### src/core/smt_defs.svh
// register offsets, field positions, codes and reset values of the measure timer
`ifndef SMT_DEFS_SVH
`define SMT_DEFS_SVH
// byte addresses of the word registers
`define OFS_SIGNAL_SELECT 8'h00
`define OFS_COUNT_LOW     8'h04
`define OFS_COUNT_HIGH    8'h08
`define OFS_COUNT_UPPER   8'h0C
`define OFS_CPER_LOW      8'h10
`define OFS_CPER_HIGH     8'h14
`define OFS_CPER_UPPER    8'h18
`define OFS_CWID_LOW      8'h1C
`define OFS_CWID_HIGH     8'h20
`define OFS_CWID_UPPER    8'h24
`define OFS_PMATCH_LOW    8'h28
`define OFS_PMATCH_HIGH   8'h2C
`define OFS_CONTROL       8'h30
`define OFS_IRQ_STATUS    8'h34
`define OFS_IRQ_MASK      8'h38
// control register bit positions
`define CTL_ENABLE   0
`define CTL_GO       1
`define CTL_HALT     2
`define CTL_POLARITY 3
`define CTL_MRESET   4
// interrupt status / mask bit positions
`define IRQ_MATCH  0
`define IRQ_PERIOD 1
`define IRQ_WIDTH  2
// selector codes
`define SEL_MATCH_BASE 5'h08
`define SEL_LAST       5'h18
// reset values
`define RST_SELECT 5'h00
`define RST_COUNT  24'h000000
`define RST_PMATCH 8'hFF
`define RST_IRQ    3'h0
`endif

### src/core/smt_pkg.sv
// types shared by the signal measurement timer register block
`default_nettype none
package smt_pkg;
  // software control bits of the block
  typedef struct packed {
    logic manual_reset;
    logic signal_polarity;
    logic halt_at_match;
    logic go;
    logic enable;
  } ctrl_s;
  // measurement sequencing
  typedef enum logic [1:0] {MS_WAIT, MS_ACTIVE, MS_INACTIVE} meas_state_e;
endpackage : smt_pkg
`default_nettype wire

### src/core/signal_measure_timer_regs.sv
// signal measurement timer: source select, counter, capture latches, period match
// Notes on behaviour
// - codes 0..16 pick pin, timers, matches, ccp, pwm
// - 17..24 oscillator, comparators, zero cross, cells
// - own match code behaves as reserved
// - selector bits 7..5 read zero, ignore writes
// - 24-bit counter, byte writable, resets to zero
// - captured period is read only, unset at reset
// - captured width is read only, unset at reset
// - period match writable, all ones after reset
// - match wraps to zero, or halts; interrupt
// - polarity bit inverts measured signal and edge
// - disable resets sequencing, keeps register contents
// - manual reset clears counter and its own flag on the same edge
//
// The Wishbone slave port and the register offsets were decided locally.
`include "smt_defs.svh"
`default_nettype none
module signal_measure_timer_regs
  import smt_pkg::*;
#(
  parameter int unsigned INSTANCE = 0  // 0 or 1: which match code is our own
) (
  // clock and reset
  input  wire logic        ref_clk_in,
  input  wire logic        nrst_in,
  // wishbone classic slave
  input  wire logic        wb_cyc_in,
  input  wire logic        wb_stb_in,
  input  wire logic        wb_we_in,
  input  wire logic [7:0]  wb_adr_in,
  input  wire logic [3:0]  wb_sel_in,
  input  wire logic [31:0] wb_dat_in,
  output logic      [31:0] wb_dat_out,
  output logic             wb_ack_out,
  // measured signal sources
  input  wire logic        pin_routed_signal_input_in,
  input  wire logic        timer_zero_wrap_in,
  input  wire logic [5:0]  timer_postscaled_in,
  input  wire logic [1:0]  measure_timer_match_in,
  input  wire logic [4:0]  capture_compare_out_in,
  input  wire logic [1:0]  pwm_out_in,
  input  wire logic        numeric_oscillator_out_in,
  input  wire logic [1:0]  comparator_synced_in,
  input  wire logic        zero_cross_out_in,
  input  wire logic [3:0]  logic_cell_out_in,
  // upper period byte held elsewhere
  input  wire logic [7:0]  period_match_upper_in,
  // events
  output logic             measure_timer_match_out,
  output logic             irq_out
);

  // the selector code that names this instance's own match
  localparam logic [4:0] OWN_MATCH = 5'(`SEL_MATCH_BASE + INSTANCE);

  // only two instances exist, so only two match codes
  if (INSTANCE > 1) begin : g_bad_instance
    $error("INSTANCE must be 0 or 1");
  end

  // pick byte n of a 24-bit value
  function automatic logic [7:0] byte_of(input logic [23:0] v, input logic [1:0] n);
    byte_of = v[8*n +: 8];
  endfunction : byte_of

  // state
  logic [4:0]  signal_source_select;  // selector code
  logic [23:0] running_count;         // the counter
  logic [23:0] captured_period_value; // no reset: undefined until first capture
  logic [23:0] captured_width_value;  // no reset: undefined until first capture
  logic [7:0]  period_match_low;      // period bits 7..0
  logic [7:0]  period_match_high;     // period bits 15..8
  ctrl_s       ctrl;                  // control bits
  logic [2:0]  irq_status;            // sticky events
  logic [2:0]  irq_mask;              // enables onto irq_out
  meas_state_e state;                 // measurement sequencing
  logic [24:0] src_meta;              // first synchroniser stage
  logic [24:0] src_sync;              // second synchroniser stage
  logic        sig_prev;              // last measured level

  // bus decode
  wire req      = wb_cyc_in & wb_stb_in;
  wire wr_go    = req & wb_we_in & wb_ack_out & wb_sel_in[0];
  wire rd_go    = req & ~wb_we_in & wb_ack_out;
  wire [7:0] wd = wb_dat_in[7:0];
  wire hit_sel  = wb_adr_in == `OFS_SIGNAL_SELECT;
  wire hit_cl   = wb_adr_in == `OFS_COUNT_LOW;
  wire hit_ch   = wb_adr_in == `OFS_COUNT_HIGH;
  wire hit_cu   = wb_adr_in == `OFS_COUNT_UPPER;
  wire hit_pl   = wb_adr_in == `OFS_PMATCH_LOW;
  wire hit_ph   = wb_adr_in == `OFS_PMATCH_HIGH;
  wire hit_ctl  = wb_adr_in == `OFS_CONTROL;
  wire hit_ist  = wb_adr_in == `OFS_IRQ_STATUS;
  wire hit_imk  = wb_adr_in == `OFS_IRQ_MASK;
  wire wr_cnt   = wr_go & (hit_cl | hit_ch | hit_cu);
  wire wr_ctl   = wr_go & hit_ctl;

  // source vector, bit index equals selector code
  // codes 0 to 24
  wire [24:0] src_raw = {logic_cell_out_in, zero_cross_out_in, comparator_synced_in,
                         numeric_oscillator_out_in, pwm_out_in, capture_compare_out_in,
                         measure_timer_match_in, timer_postscaled_in, timer_zero_wrap_in,
                         pin_routed_signal_input_in};

  wire sel_valid = (signal_source_select <= `SEL_LAST) &
                   (signal_source_select != OWN_MATCH);
  wire sig_act   = sel_valid & (src_sync[signal_source_select] ^ ctrl.signal_polarity);
  wire run       = ctrl.enable & ctrl.go;
  wire rise      = run & sig_act & ~sig_prev;
  wire fall      = run & ~sig_act & sig_prev;
  wire [23:0] period = {period_match_upper_in, period_match_high, period_match_low};
  wire match_hit = run & (running_count == period);
  wire cap_per   = rise & (state != MS_WAIT);
  wire cap_wid   = fall & (state == MS_ACTIVE);

  // next counter value, bus write first
  logic [23:0] next_count;
  always_comb begin
    next_count = running_count;
    if (wr_cnt) begin
      if (hit_cl) next_count[7:0] = wd;
      if (hit_ch) next_count[15:8] = wd;
      if (hit_cu) next_count[23:16] = wd;
    end else if (ctrl.manual_reset) begin
      next_count = `RST_COUNT;
    end else if (rise) begin
      // a new cycle of the signal restarts the count
      next_count = `RST_COUNT;
    end else if (match_hit) begin
      next_count = ctrl.halt_at_match ? running_count : `RST_COUNT;
    end else if (run) begin
      next_count = running_count + 24'h000001;
    end
  end

  // interrupt bookkeeping; a read of status clears, a new event wins
  wire [2:0] events = {cap_wid, cap_per, match_hit};
  wire [2:0] next_status = (rd_go & hit_ist) ? events : (irq_status | events);

  // read mux, unmapped addresses read zero
  logic [7:0] rd_byte;
  always_comb begin
    case (wb_adr_in)
      `OFS_SIGNAL_SELECT: rd_byte = {3'h0, signal_source_select};
      `OFS_COUNT_LOW:     rd_byte = byte_of(running_count, 2'h0);
      `OFS_COUNT_HIGH:    rd_byte = byte_of(running_count, 2'h1);
      `OFS_COUNT_UPPER:   rd_byte = byte_of(running_count, 2'h2);
      `OFS_CPER_LOW:      rd_byte = byte_of(captured_period_value, 2'h0);
      `OFS_CPER_HIGH:     rd_byte = byte_of(captured_period_value, 2'h1);
      `OFS_CPER_UPPER:    rd_byte = byte_of(captured_period_value, 2'h2);
      `OFS_CWID_LOW:      rd_byte = byte_of(captured_width_value, 2'h0);
      `OFS_CWID_HIGH:     rd_byte = byte_of(captured_width_value, 2'h1);
      `OFS_CWID_UPPER:    rd_byte = byte_of(captured_width_value, 2'h2);
      `OFS_PMATCH_LOW:    rd_byte = period_match_low;
      `OFS_PMATCH_HIGH:   rd_byte = period_match_high;
      `OFS_CONTROL:       rd_byte = {3'h0, ctrl};
      `OFS_IRQ_STATUS:    rd_byte = {5'h00, irq_status};
      `OFS_IRQ_MASK:      rd_byte = {5'h00, irq_mask};
      default:            rd_byte = 8'h00;
    endcase
  end

  // bus answer: ack one cycle after the request, data with it
  always_ff @(posedge ref_clk_in or negedge nrst_in) begin
    if (!nrst_in) begin
      wb_ack_out <= 1'b0;
      wb_dat_out <= 32'h00000000;
    end else begin
      wb_ack_out <= req & ~wb_ack_out;
      if (req & ~wb_ack_out) wb_dat_out <= {24'h000000, rd_byte};
    end
  end

  // two-flop synchroniser; sources may come from other clocks or a pin
  always_ff @(posedge ref_clk_in or negedge nrst_in) begin
    if (!nrst_in) begin
      src_meta <= 25'h0;
      src_sync <= 25'h0;
    end else begin
      src_meta <= src_raw;
      src_sync <= src_meta;
    end
  end

  // selector register
  always_ff @(posedge ref_clk_in or negedge nrst_in) begin
    if (!nrst_in) begin
      signal_source_select <= `RST_SELECT;
    end else if (wr_go & hit_sel) begin
      signal_source_select <= wd[4:0];
    end
  end

  always_ff @(posedge ref_clk_in or negedge nrst_in) begin
    if (!nrst_in) running_count <= `RST_COUNT;
    else running_count <= next_count;
  end

  // capture latches carry no reset, so reads before a capture are undefined
  // only the capture events load them; the bus has no write path here
  always_ff @(posedge ref_clk_in) begin
    if (cap_per) captured_period_value <= running_count;
    if (cap_wid) captured_width_value <= running_count;
  end

  // period bytes come up all ones
  always_ff @(posedge ref_clk_in or negedge nrst_in) begin
    if (!nrst_in) begin
      period_match_low  <= `RST_PMATCH;
      period_match_high <= `RST_PMATCH;
    end else begin
      if (wr_go & hit_pl) period_match_low <= wd;
      if (wr_go & hit_ph) period_match_high <= wd;
    end
  end

  // control bits; a software write of the flag wins over its hardware clear
  always_ff @(posedge ref_clk_in or negedge nrst_in) begin
    if (!nrst_in) begin
      ctrl <= '0;
    end else if (wr_ctl) begin
      ctrl.enable          <= wd[`CTL_ENABLE];
      ctrl.go              <= wd[`CTL_GO];
      ctrl.halt_at_match   <= wd[`CTL_HALT];
      ctrl.signal_polarity <= wd[`CTL_POLARITY];
      ctrl.manual_reset    <= wd[`CTL_MRESET];
    end else if (ctrl.manual_reset) begin
      // flag drops once the counter is cleared
      ctrl.manual_reset <= 1'b0;
    end
  end

  // interrupt status, mask and level output
  always_ff @(posedge ref_clk_in or negedge nrst_in) begin
    if (!nrst_in) begin
      irq_status <= `RST_IRQ;
      irq_mask   <= `RST_IRQ;
      irq_out    <= 1'b0;
    end else begin
      irq_status <= next_status;
      if (wr_go & hit_imk) irq_mask <= wd[2:0];
      irq_out <= |(next_status & irq_mask);
    end
  end

  // measurement sequencing and match pulse
  always_ff @(posedge ref_clk_in or negedge nrst_in) begin
    if (!nrst_in) begin
      state    <= MS_WAIT;
      sig_prev <= 1'b0;
      measure_timer_match_out <= 1'b0;
    end else begin
      measure_timer_match_out <= match_hit;
      sig_prev <= ctrl.enable & sig_act;
      if (!ctrl.enable) begin
        // disable returns to waiting, registers untouched
        state <= MS_WAIT;
      end else begin
        case (state)
          MS_WAIT:     if (rise) state <= MS_ACTIVE;
          MS_ACTIVE:   if (fall) state <= MS_INACTIVE;
          MS_INACTIVE: if (rise) state <= MS_ACTIVE;
          default:     state <= MS_WAIT;
        endcase
      end
    end
  end

  // checks
  property p_sel_reserved;
    @(posedge ref_clk_in) disable iff (!nrst_in)
      (signal_source_select > `SEL_LAST) |-> (!rise && !cap_per) ##1 !sig_prev;
  endproperty
  a_sel_reserved: assert property (p_sel_reserved) else $error("reserved code gave edge");

  property p_own_match;
    @(posedge ref_clk_in) disable iff (!nrst_in)
      (signal_source_select == OWN_MATCH) |-> !sig_act;
  endproperty
  a_own_match: assert property (p_own_match) else $error("own match was selected");

  property p_sel_read;
    @(posedge ref_clk_in) disable iff (!nrst_in)
      $past(req && !wb_we_in && hit_sel && !wb_ack_out) && wb_ack_out
        |-> wb_dat_out == {27'h0000000, signal_source_select};
  endproperty
  a_sel_read: assert property (p_sel_read) else $error("selector readback wrong");

  property p_count_inc;
    @(posedge ref_clk_in) disable iff (!nrst_in)
      run && !match_hit && !rise && !wr_cnt && !ctrl.manual_reset
        |=> running_count == $past(running_count) + 24'h000001;
  endproperty
  a_count_inc: assert property (p_count_inc) else $error("counter did not step");

  property p_period_cap;
    @(posedge ref_clk_in) disable iff (!nrst_in)
      cap_per && !wr_cnt
        |=> captured_period_value == $past(running_count) && running_count == 24'h0;
  endproperty
  a_period_cap: assert property (p_period_cap) else $error("period not captured");

  property p_width_cap;
    @(posedge ref_clk_in) disable iff (!nrst_in)
      cap_wid |=> captured_width_value == $past(running_count) && irq_status[`IRQ_WIDTH];
  endproperty
  a_width_cap: assert property (p_width_cap) else $error("width not captured");

  property p_latch_ro;
    @(posedge ref_clk_in) disable iff (!nrst_in)
      wr_go && !cap_per && (wb_adr_in == `OFS_CPER_LOW) |=> $stable(captured_period_value);
  endproperty
  a_latch_ro: assert property (p_latch_ro) else $error("latch took a write");

  property p_wrap;
    @(posedge ref_clk_in) disable iff (!nrst_in)
      match_hit && !ctrl.halt_at_match && !wr_cnt
        |=> running_count == 24'h0 && irq_status[`IRQ_MATCH] && measure_timer_match_out;
  endproperty
  a_wrap: assert property (p_wrap) else $error("no wrap at match");

  property p_halt;
    @(posedge ref_clk_in) disable iff (!nrst_in)
      match_hit && ctrl.halt_at_match && !wr_cnt && !rise && !ctrl.manual_reset
        |=> $stable(running_count);
  endproperty
  a_halt: assert property (p_halt) else $error("no halt at match");

  property p_polarity;
    @(posedge ref_clk_in) disable iff (!nrst_in)
      signal_source_select == 5'h00 && ctrl.signal_polarity |-> sig_act == !src_sync[0];
  endproperty
  a_polarity: assert property (p_polarity) else $error("polarity not applied");

  property p_disable;
    @(posedge ref_clk_in) disable iff (!nrst_in)
      !ctrl.enable && !wr_cnt && !ctrl.manual_reset
        |=> state == MS_WAIT && $stable(running_count);
  endproperty
  a_disable: assert property (p_disable) else $error("disable misbehaved");

  property p_manual_reset;
    @(posedge ref_clk_in) disable iff (!nrst_in)
      ctrl.manual_reset && !wr_cnt && !wr_ctl |=> running_count == 24'h0 && !ctrl.manual_reset;
  endproperty
  a_manual_reset: assert property (p_manual_reset) else $error("manual reset failed");

endmodule : signal_measure_timer_regs
`default_nettype wire

### config.mk
export PLATFORM = sky130hd
export DESIGN_NAME = signal_measure_timer_regs
export DESIGN_NICKNAME = d
export VERILOG_FILES = /design/src/core/smt_pkg.sv /design/src/core/signal_measure_timer_regs.sv
export VERILOG_INCLUDE_DIRS = /design/src /design/src/core
export SDC_FILE = /design/constraint.sdc
export NUM_CORES = 1
export LEC_CHECK = 0
export ABC_AREA = 1
export BUFFER_PORTS_ARGS = -buffer_cell sky130_fd_sc_hd__buf_2
export CAP_MARGIN = 0
export CELL_PAD_IN_SITES_DETAIL_PLACEMENT = 1
export CELL_PAD_IN_SITES_GLOBAL_PLACEMENT = 2
export CORE_ASPECT_RATIO = 0.6
export CORE_UTILIZATION = 39
export CTS_BUF_LIST = sky130_fd_sc_hd__clkbuf_4
export DETAILED_ROUTE_END_ITERATION = 8
export PLACE_DENSITY = 0.93
export SLEW_MARGIN = 20
export SYNTH_ARGS = -nofsm -noshare
export SYNTH_HDL_FRONTEND = slang
export SYNTH_SLANG_ARGS = --single-unit
### constraint.sdc
create_clock -name ref_clk_in -period 4.5 [get_ports ref_clk_in]
set_clock_uncertainty 0.2 [all_clocks]
set_input_delay 0.45 -clock ref_clk_in [delete_from_list [all_inputs] [get_ports ref_clk_in]]
set_output_delay 0.45 -clock ref_clk_in [all_outputs]
set_load 0.01 [all_outputs]
==> impl_metrics.csv, run 1 <==
group,metric,value,unit
run_status,status,"complete, no violations",
power_and_ir_drop,clockPowerShare,37.2,%
worst_setup_path,startpoint,"signal_source_select[0]$_DFFE_PN0P_",
drt,wl,28700,um
grt,grt_pass1_vias,7235,
yosys,synth_area_leaders,"dfrtp_1 (32%), edfxtp_1 (18%), nand2_1 (14%), dfstp_2 (5.1%), inv_1 (4.4%)",
die,io_pins,117,
min_path,hp-class,"input pin to flop",
sta,setup_tns,0,ns
power_and_ir_drop,p_total,2.77,mW
power_and_ir_drop,sw_frac_of_total,25.9,%
die,core,20300,um^2
grt,grt_overflow_total,0,
die,start_util,40.4,%
yosys,synthDistinctLibCells,48,
worst_setup_path,worstSetupPathType,"flop to flop",
yosys,synth_top_cell_area_share,31.8,%
worst_setup_path,cp.buffers_inverters,2,
worst_setup_path,cp-endpoint,"captured_width_value[11]$_DFFE_PP_",
power_and_ir_drop,powerDensity,296,nW/um^2
worst_setup_path,required,4.52,ns
drt,drc,0,
power_and_ir_drop,switching_power,716,uW
clocking,cts_tree,"built",
power_and_ir_drop,peakVddDrop,0.185,mV
worst_setup_path,reg2regPathDepth,12,
layout,drive_gt1_share,15.1,%
worst_setup_path,cpMostUsedCell,"nand3_1",
sta,max_freq,276,MHz
worst_setup_path,worst-path-max-fanout,24,
power_and_ir_drop,power.share.combinational,5.0,%
yosys,synth_area,8180,um^2
layout,fillers,2433,
clocking,clock_sinks,168,
grt,antenna_found_initial,0,
worst_setup_path,critical_path_cell_count,12,
yosys,syn_avg_cell_area,8.68,um^2
drt,ant_nets,0,
yosys,seq_area_frac_synth,54.6,%
yosys,ys.warnings.count,0,
die,num_rows,40,
flow_run,maxCapViolations,0,
grt,grt_max_degree,50,
die,die_area,21600,um^2
layout,syn2layout_area_growth,14.3,%
sta,period_share,80.6,%
layout,antenna_cells,0,
layout,final_cell_mix,"nand2_1 (315), dfrtp_1 (104), inv_1 (95), buf_2 (64), nand3_1 (61)",
sta,hold_viol,0,
worst_setup_path,crit_path_end_kind,"flop",
clocking,clockBufferDepth,2,
worst_setup_path,path_delay_family,"simple AND/OR/NAND/NOR gates",
yosys,syn-instance-count,943,
sta,rsz0062_at_grt,"false",
clocking,clk_pin_slew,0.17,ns
drt,via_per_inst,5.35,
grt,grtUsageTotal,28.2,%
clocking,htree_levels,4,
worst_setup_path,slowest_delay,0.79,ns
clocking,root_buffer,"clkbuf_4",
placement,dp_hpwl,21500,um
sta,slew-limit-headroom,31.6,%
yosys,yosysTopAreaCell,"dfrtp_1",
clocking,clk-insertion-delay-late,0.60,ns
clocking,cts_buffers,17,
power_and_ir_drop,power.static_leakage,4.26,nW
die,fp.dieH,114,um
grt,grt_pass1_wl,44200,um
drt,avgRoutedWirePerCell,21.5,um
sta,tightest_slew,1.03,ns
worst_setup_path,start_kind,"flop",
worst_setup_path,r2r_slack,0.88,ns
layout,final_common_cell,"nand2_1",
sta,setup_viol,0,
worst_setup_path,crit_chain,"inv_2, nand2_1, nand3_1, nand3_1, nand3_1, nand2_1, nand2_1, nand2_1, nand2_2, nand3_1, nand3_1, inv_1",
worst_setup_path,reg2reg_to,"captured_width_value[11]$_DFFE_PP_",
worst_setup_path,crit_arrival,3.64,ns
sta,fin_crit,3.62,ns
placement,io_buffers,65,
die,die_width,189,um
yosys,synth_seq_cells,168,
layout,nNetsFinal,1131,
power_and_ir_drop,seq_power_share,57.8,%
sta,maxSlewViolCount,0,
worst_setup_path,crit_path_top_delay_cell,"inv_1",
drt,dr_total_vias,7140,
drt,drt_iter0_markers,668,
drt,drt-pass1-iter-count,6,
layout,final_util,46.2,%
placement,gp_congestion,0.921,
worst_setup_path,reg2reg_from,"signal_source_select[0]$_DFFE_PN0P_",
power_and_ir_drop,internal_power,2.05,mW
## worst min path at each step
stage	to	start	cells past startpoint	slack, ns
after floorplan	ctrl[0]$_DFFE_PN0P_	nrst_in	0	-0.05
after global placement	src_sync[3]$_DFF_PN0_	src_meta[3]$_DFF_PN0_	0	0.14
after detailed placement	src_sync[10]$_DFF_PN0_	src_meta[10]$_DFF_PN0_	0	0.14
after CTS	running_count[2]$_DFFE_PN0P_	wb_dat_in[2]	5	0.03
after global routing	period_match_low[0]$_DFFE_PN1P_	wb_dat_in[0]	3	0.05
final	running_count[2]$_DFFE_PN0P_	wb_dat_in[2]	5	0.06
## sequential cells by signal, summed over array words and instances, names as in the netlist
| signal | count |
|---|---|
| src_sync | 25 |
| sig_prev | 1 |
| signal_source_select | 5 |
| src_meta | 25 |
| wb_ack_out | 1 |
| running_count | 24 |
| period_match_low | 8 |
| measure_timer_match_out | 1 |
| period_match_high | 8 |
| wb_dat_out | 8 |
| state | 2 |
| captured_width_value | 24 |
| irq_out | 1 |
| captured_period_value | 24 |
| irq_mask | 3 |
| irq_status | 3 |
| ctrl | 5 |
## worst min-delay path: stages
cell and delay (ns):
buf_2 0.11, nand2_1 0.11, nand2_1 0.09, nand2_1 0.05, nand2_1 0.05
## power groups by stage
stage | Sequential, mW | Combinational, mW | Clock, mW
6_report | 1.60 | 0.138 | 1.03
3_3_place_gp | 1.63 | 0.112 | 0
3_5_place_dp | 1.63 | 0.116 | 0
5_1_grt | 1.60 | 0.155 | 1.12
2_1_floorplan | 1.63 | 0.0604 | 0
4_1_cts | 1.60 | 0.138 | 1.05
## stage by stage
| step | std cells | worst slack [ns] | hold slack [ns] | area (um^2) |
|---|---|---|---|---|
| 2_1_floorplan | 966 | 2.07 | -0.0456 | 8270 |
| 3_3_place_gp | 1270 | 1.20 | 0.136 | 8710 |
| 3_5_place_dp | 1270 | 0.972 | 0.136 | 8710 |
| 4_1_cts | 1334 | 0.857 | 0.0263 | 9360 |
| 5_1_grt | 1334 | 0.641 | 0.0533 | 9360 |
| 6_report | 1334 | 0.875 | 0.0625 | 9360 |
## cells by family (layout without fill, tap and decap cells)
logic type,count (synthesis),after routing,synth area share (%)
DFF,168,168,54.6
other,1,24,0.0458
and+or+nand+nor,515,515,27.9
xor gates and xnor gates,18,18,1.93
AOI/OAI and AO/OA,93,93,7.16
adders and majority gates,1,1,0.153
buffers and inverters,147,242,8.24
## cell usage after synthesis, drive strengths merged
cell     number
a21boi        5
nand3        64
clkinv        2
nor2         67
a22o          2
dfstp        16
nor3         18
dfrtp       104
o21ai        47
nand4        26
xor2         14
a21o          1
o2111ai       3
o211ai        1
nand3b        1
xnor2         4
nor3b         4
clkbuf        6
o22ai         5
nand2       321
inv         105
a31oi         2
conb          1
a221oi       13
o221ai        1
edfxtp       48
a21oi         9
a211oi        1
nor4          5
or2           9
ha            1
buf          34
a32o          2
o31ai         1
## per-layer routing
metal / vias up / wire length (um) / track usage, %
li1: 3251 / - / -
met1: 3522 / 13300 / 42.0
met2: 339 / 11600 / 39.0
met3: 28 / 3470 / 9.13
met4: 0 / 383 / 7.04
met5: - / 0 / 0
## area by class of cell
cell class | count | area (um^2) | area share, %
Clock buffer | 18 | 135 | 1.44
Clock inverter | 14 | 190 | 2.03
Inverter | 107 | 402 | 4.29
Multi-Input combinational cell | 651 | 3130 | 33.5
Sequential cell | 168 | 4460 | 47.7
Tap cell | 273 | 342 | 3.65
Timing Repair Buffer | 103 | 693 | 7.41
## repair_timing
item,CTS,global route
hold buffers,32,0
hold endpoints to repair,80,0
buffers inserted,0,0
gates resized for setup,0,0
Power figures use the tool's default switching activity.
==> run 2: changes to the inputs <==
--- a/config.mk
+++ b/config.mk
@@ -12,10 +12,10 @@
 export CELL_PAD_IN_SITES_DETAIL_PLACEMENT = 1
 export CELL_PAD_IN_SITES_GLOBAL_PLACEMENT = 2
 export CORE_ASPECT_RATIO = 0.6
-export CORE_UTILIZATION = 39
+export CORE_UTILIZATION = 32
 export CTS_BUF_LIST = sky130_fd_sc_hd__clkbuf_4
 export DETAILED_ROUTE_END_ITERATION = 8
-export PLACE_DENSITY = 0.93
+export PLACE_DENSITY = 0.82
 export SLEW_MARGIN = 20
 export SYNTH_ARGS = -nofsm -noshare
 export SYNTH_HDL_FRONTEND = slang
==> constraint.sdc (replaced) <==
create_clock -name ref_clk_in -period 2.91 [get_ports ref_clk_in]
set_clock_uncertainty 0.2 [all_clocks]
set_input_delay 0.291 -clock ref_clk_in [delete_from_list [all_inputs] [get_ports ref_clk_in]]
set_output_delay 0.291 -clock ref_clk_in [all_outputs]
set_load 0.01 [all_outputs]
==> run 2 against run 1 <==
Effect of this change:
- worst hold slack improved by 0.036 ns
- clock power increased by 36%
- wire length increased by 5.0%
- largest cell class unchanged
- utilization decreased by 5.6 points
- largest power group unchanged
- cell count increased by 9.0%
- highest routed layer unchanged
- critical path depth decreased by 4
- sequential share of layout area decreased by 3.0 points
- critical path type unchanged
- via count increased by 2.4%
- sequential power increased by 54%
==> impl_metrics.csv, run 2 (synthesis results as in run 1) <==
group,metric,value,unit
die,fp.dieH,126,um
layout,final_common_cell,"nand2_1",
sta,tightest_slew,0.756,ns
worst_setup_path,slowest_delay,0.61,ns
sta,period_share,92.6,%
die,num_rows,44,
drt,wl,30200,um
power_and_ir_drop,clockPowerShare,34.1,%
worst_setup_path,path_delay_family,"buffers and inverters",
power_and_ir_drop,power.static_leakage,4.60,nW
drt,drt-pass1-iter-count,5,
grt,grt_pass1_wl,46100,um
worst_setup_path,worstSetupPathType,"flop to flop",
clocking,clk_pin_slew,0.14,ns
sta,hold_ws,0.0980,ns
layout,final_cell_mix,"nand2_1 (315), dfrtp_1 (103), inv_1 (95), buf_2 (64), nand3_1 (61)",
die,io_pins,117,
power_and_ir_drop,powerDensity,411,nW/um^2
worst_setup_path,crit_path_end_kind,"flop",
worst_setup_path,crit_arrival,3.04,ns
layout,largestRegisters,"src_meta x25, src_sync x25",
sta,setup_viol,0,
drt,dr_total_vias,7311,
sta,fin_crit,2.69,ns
sta,setup_tns,0,ns
drt,avgRoutedWirePerCell,20.8,um
grt,grtUsageTotal,24.3,%
drt,drt_iter0_markers,648,
worst_setup_path,reg2reg_from,"period_match_high[1]$_DFFE_PN1P_",
die,die_width,208,um
worst_setup_path,startpoint,"period_match_high[1]$_DFFE_PN1P_",
clocking,cts_buffers,17,
worst_setup_path,crit_chain,"inv_1, nand2_1, nand3_1, nor3_1, dlygate4sd3_1, nand3_1, dlygate4sd3_1, nor2_1",
power_and_ir_drop,sw_frac_of_total,25.0,%
worst_setup_path,crit_path_top_delay_cell,"dfstp_2",
placement,io_buffers,65,
layout,fillers,2941,
min_path,hp-class,"input pin to flop",
sta,hold_viol,0,
grt,grt_pass1_vias,7296,
power_and_ir_drop,peakVddDrop,0.216,mV
run_status,status,"complete, no violations",
flow_run,maxCapViolations,0,
drt,drc,0,
clocking,root_buffer,"clkbuf_4",
grt,grt_overflow_total,0,
layout,syn2layout_area_growth,22.0,%
layout,ff_latch_area,4470,um^2
power_and_ir_drop,power.share.combinational,5.7,%
power_and_ir_drop,internal_power,3.08,mW
drt,via_per_inst,5.03,
clocking,cts_tree,"built",
layout,multi_input_area,3130,um^2
die,die_area,26200,um^2
grt,grt_max_degree,57,
sta,max_freq,371,MHz
drt,ant_nets,0,
clocking,clockBufferDepth,2,
clocking,post_cts_buffers,0,
sta,rsz0062_at_grt,"false",
power_and_ir_drop,p_total,4.10,mW
placement,dp_hpwl,23500,um
grt,antenna_found_initial,3,
clocking,htree_levels,4,
placement,gp_congestion,0.925,
die,core,24600,um^2
clocking,clock_sinks,168,
power_and_ir_drop,switching_power,1.02,mW
min_path,worstHoldStart,"logic_cell_out_in[0]",
worst_setup_path,start_kind,"flop",
power_and_ir_drop,seq_power_share,60.3,%
sta,slew-limit-headroom,49.6,%
layout,nNetsFinal,1200,
die,start_util,33.3,%
clocking,clk-insertion-delay-late,0.64,ns
worst_setup_path,worst-path-max-fanout,3,
layout,drive_gt1_share,19.1,%
sta,maxSlewViolCount,0,
worst_setup_path,required,3.25,ns
worst_setup_path,cp.buffers_inverters,3,
## run 2: worst paths after layout
check	endpoint	slack [ns]	cells after the start
max	measure_timer_match_out$_DFF_PN0_	0.22	8
min in group asynchronous	src_meta[18]$_DFF_PN0_	0.50	4
max reg2reg	measure_timer_match_out$_DFF_PN0_	0.22	8
max in group asynchronous	src_meta[12]$_DFF_PN0_	1.48	4
min	src_meta[21]$_DFF_PN0_	0.1	2
min reg2reg	src_sync[8]$_DFF_PN0_	0.15	0
## run 2: cell type report
| type | instances | share of cell area (%) |
|---|---|---|
| diodes | 2 | 0.0502 |
| clock buffers | 19 | 1.43 |
| clock inverters | 13 | 1.28 |
| inverters | 107 | 4.02 |
| multi-input cells | 651 | 31.4 |
| flip-flops and latches | 168 | 44.7 |
| well taps | 322 | 4.04 |
| repair buffers | 172 | 13.1 |
## run 2: power by group through the flow
stage	clock network (mW)	registers, mW	logic [mW]
2_1_floorplan	0	2.51	0.0934
3_3_place_gp	0	2.52	0.181
3_5_place_dp	0	2.52	0.186
4_1_cts	1.44	2.47	0.234
5_1_grt	1.54	2.48	0.260
6_report	1.40	2.47	0.232
## run 2: repair_timing
action,in CTS,in global routing
resized for setup,0,1
hold buffers,45,0
setup endpoints to repair,0,3
endpoints found under the hold margin,198,0
## run 2: through the flow
step	setup WS (ns)	cell area [um^2]	util [%]	std cells
after floorplan	0.482	8270	-	966
after global placement	0.243	9240	37.6	1375
after detailed placement	0.180	9240	37.6	1375
after CTS	0.162	9970	40.5	1452
after global routing	0.0238	9980	40.6	1454
final	0.216	9980	40.6	1454
## run 2: layer usage
| metal | routed length [um] | track usage, % | share of wire, % |
|---|---|---|---|
| met5 | 0 | 0 | 0 |
| met4 | 225 | 5.01 | 0.75 |
| met3 | 3200 | 7.68 | 11 |
| met2 | 11500 | 30.8 | 38 |
| met1 | 15300 | 38.7 | 51 |
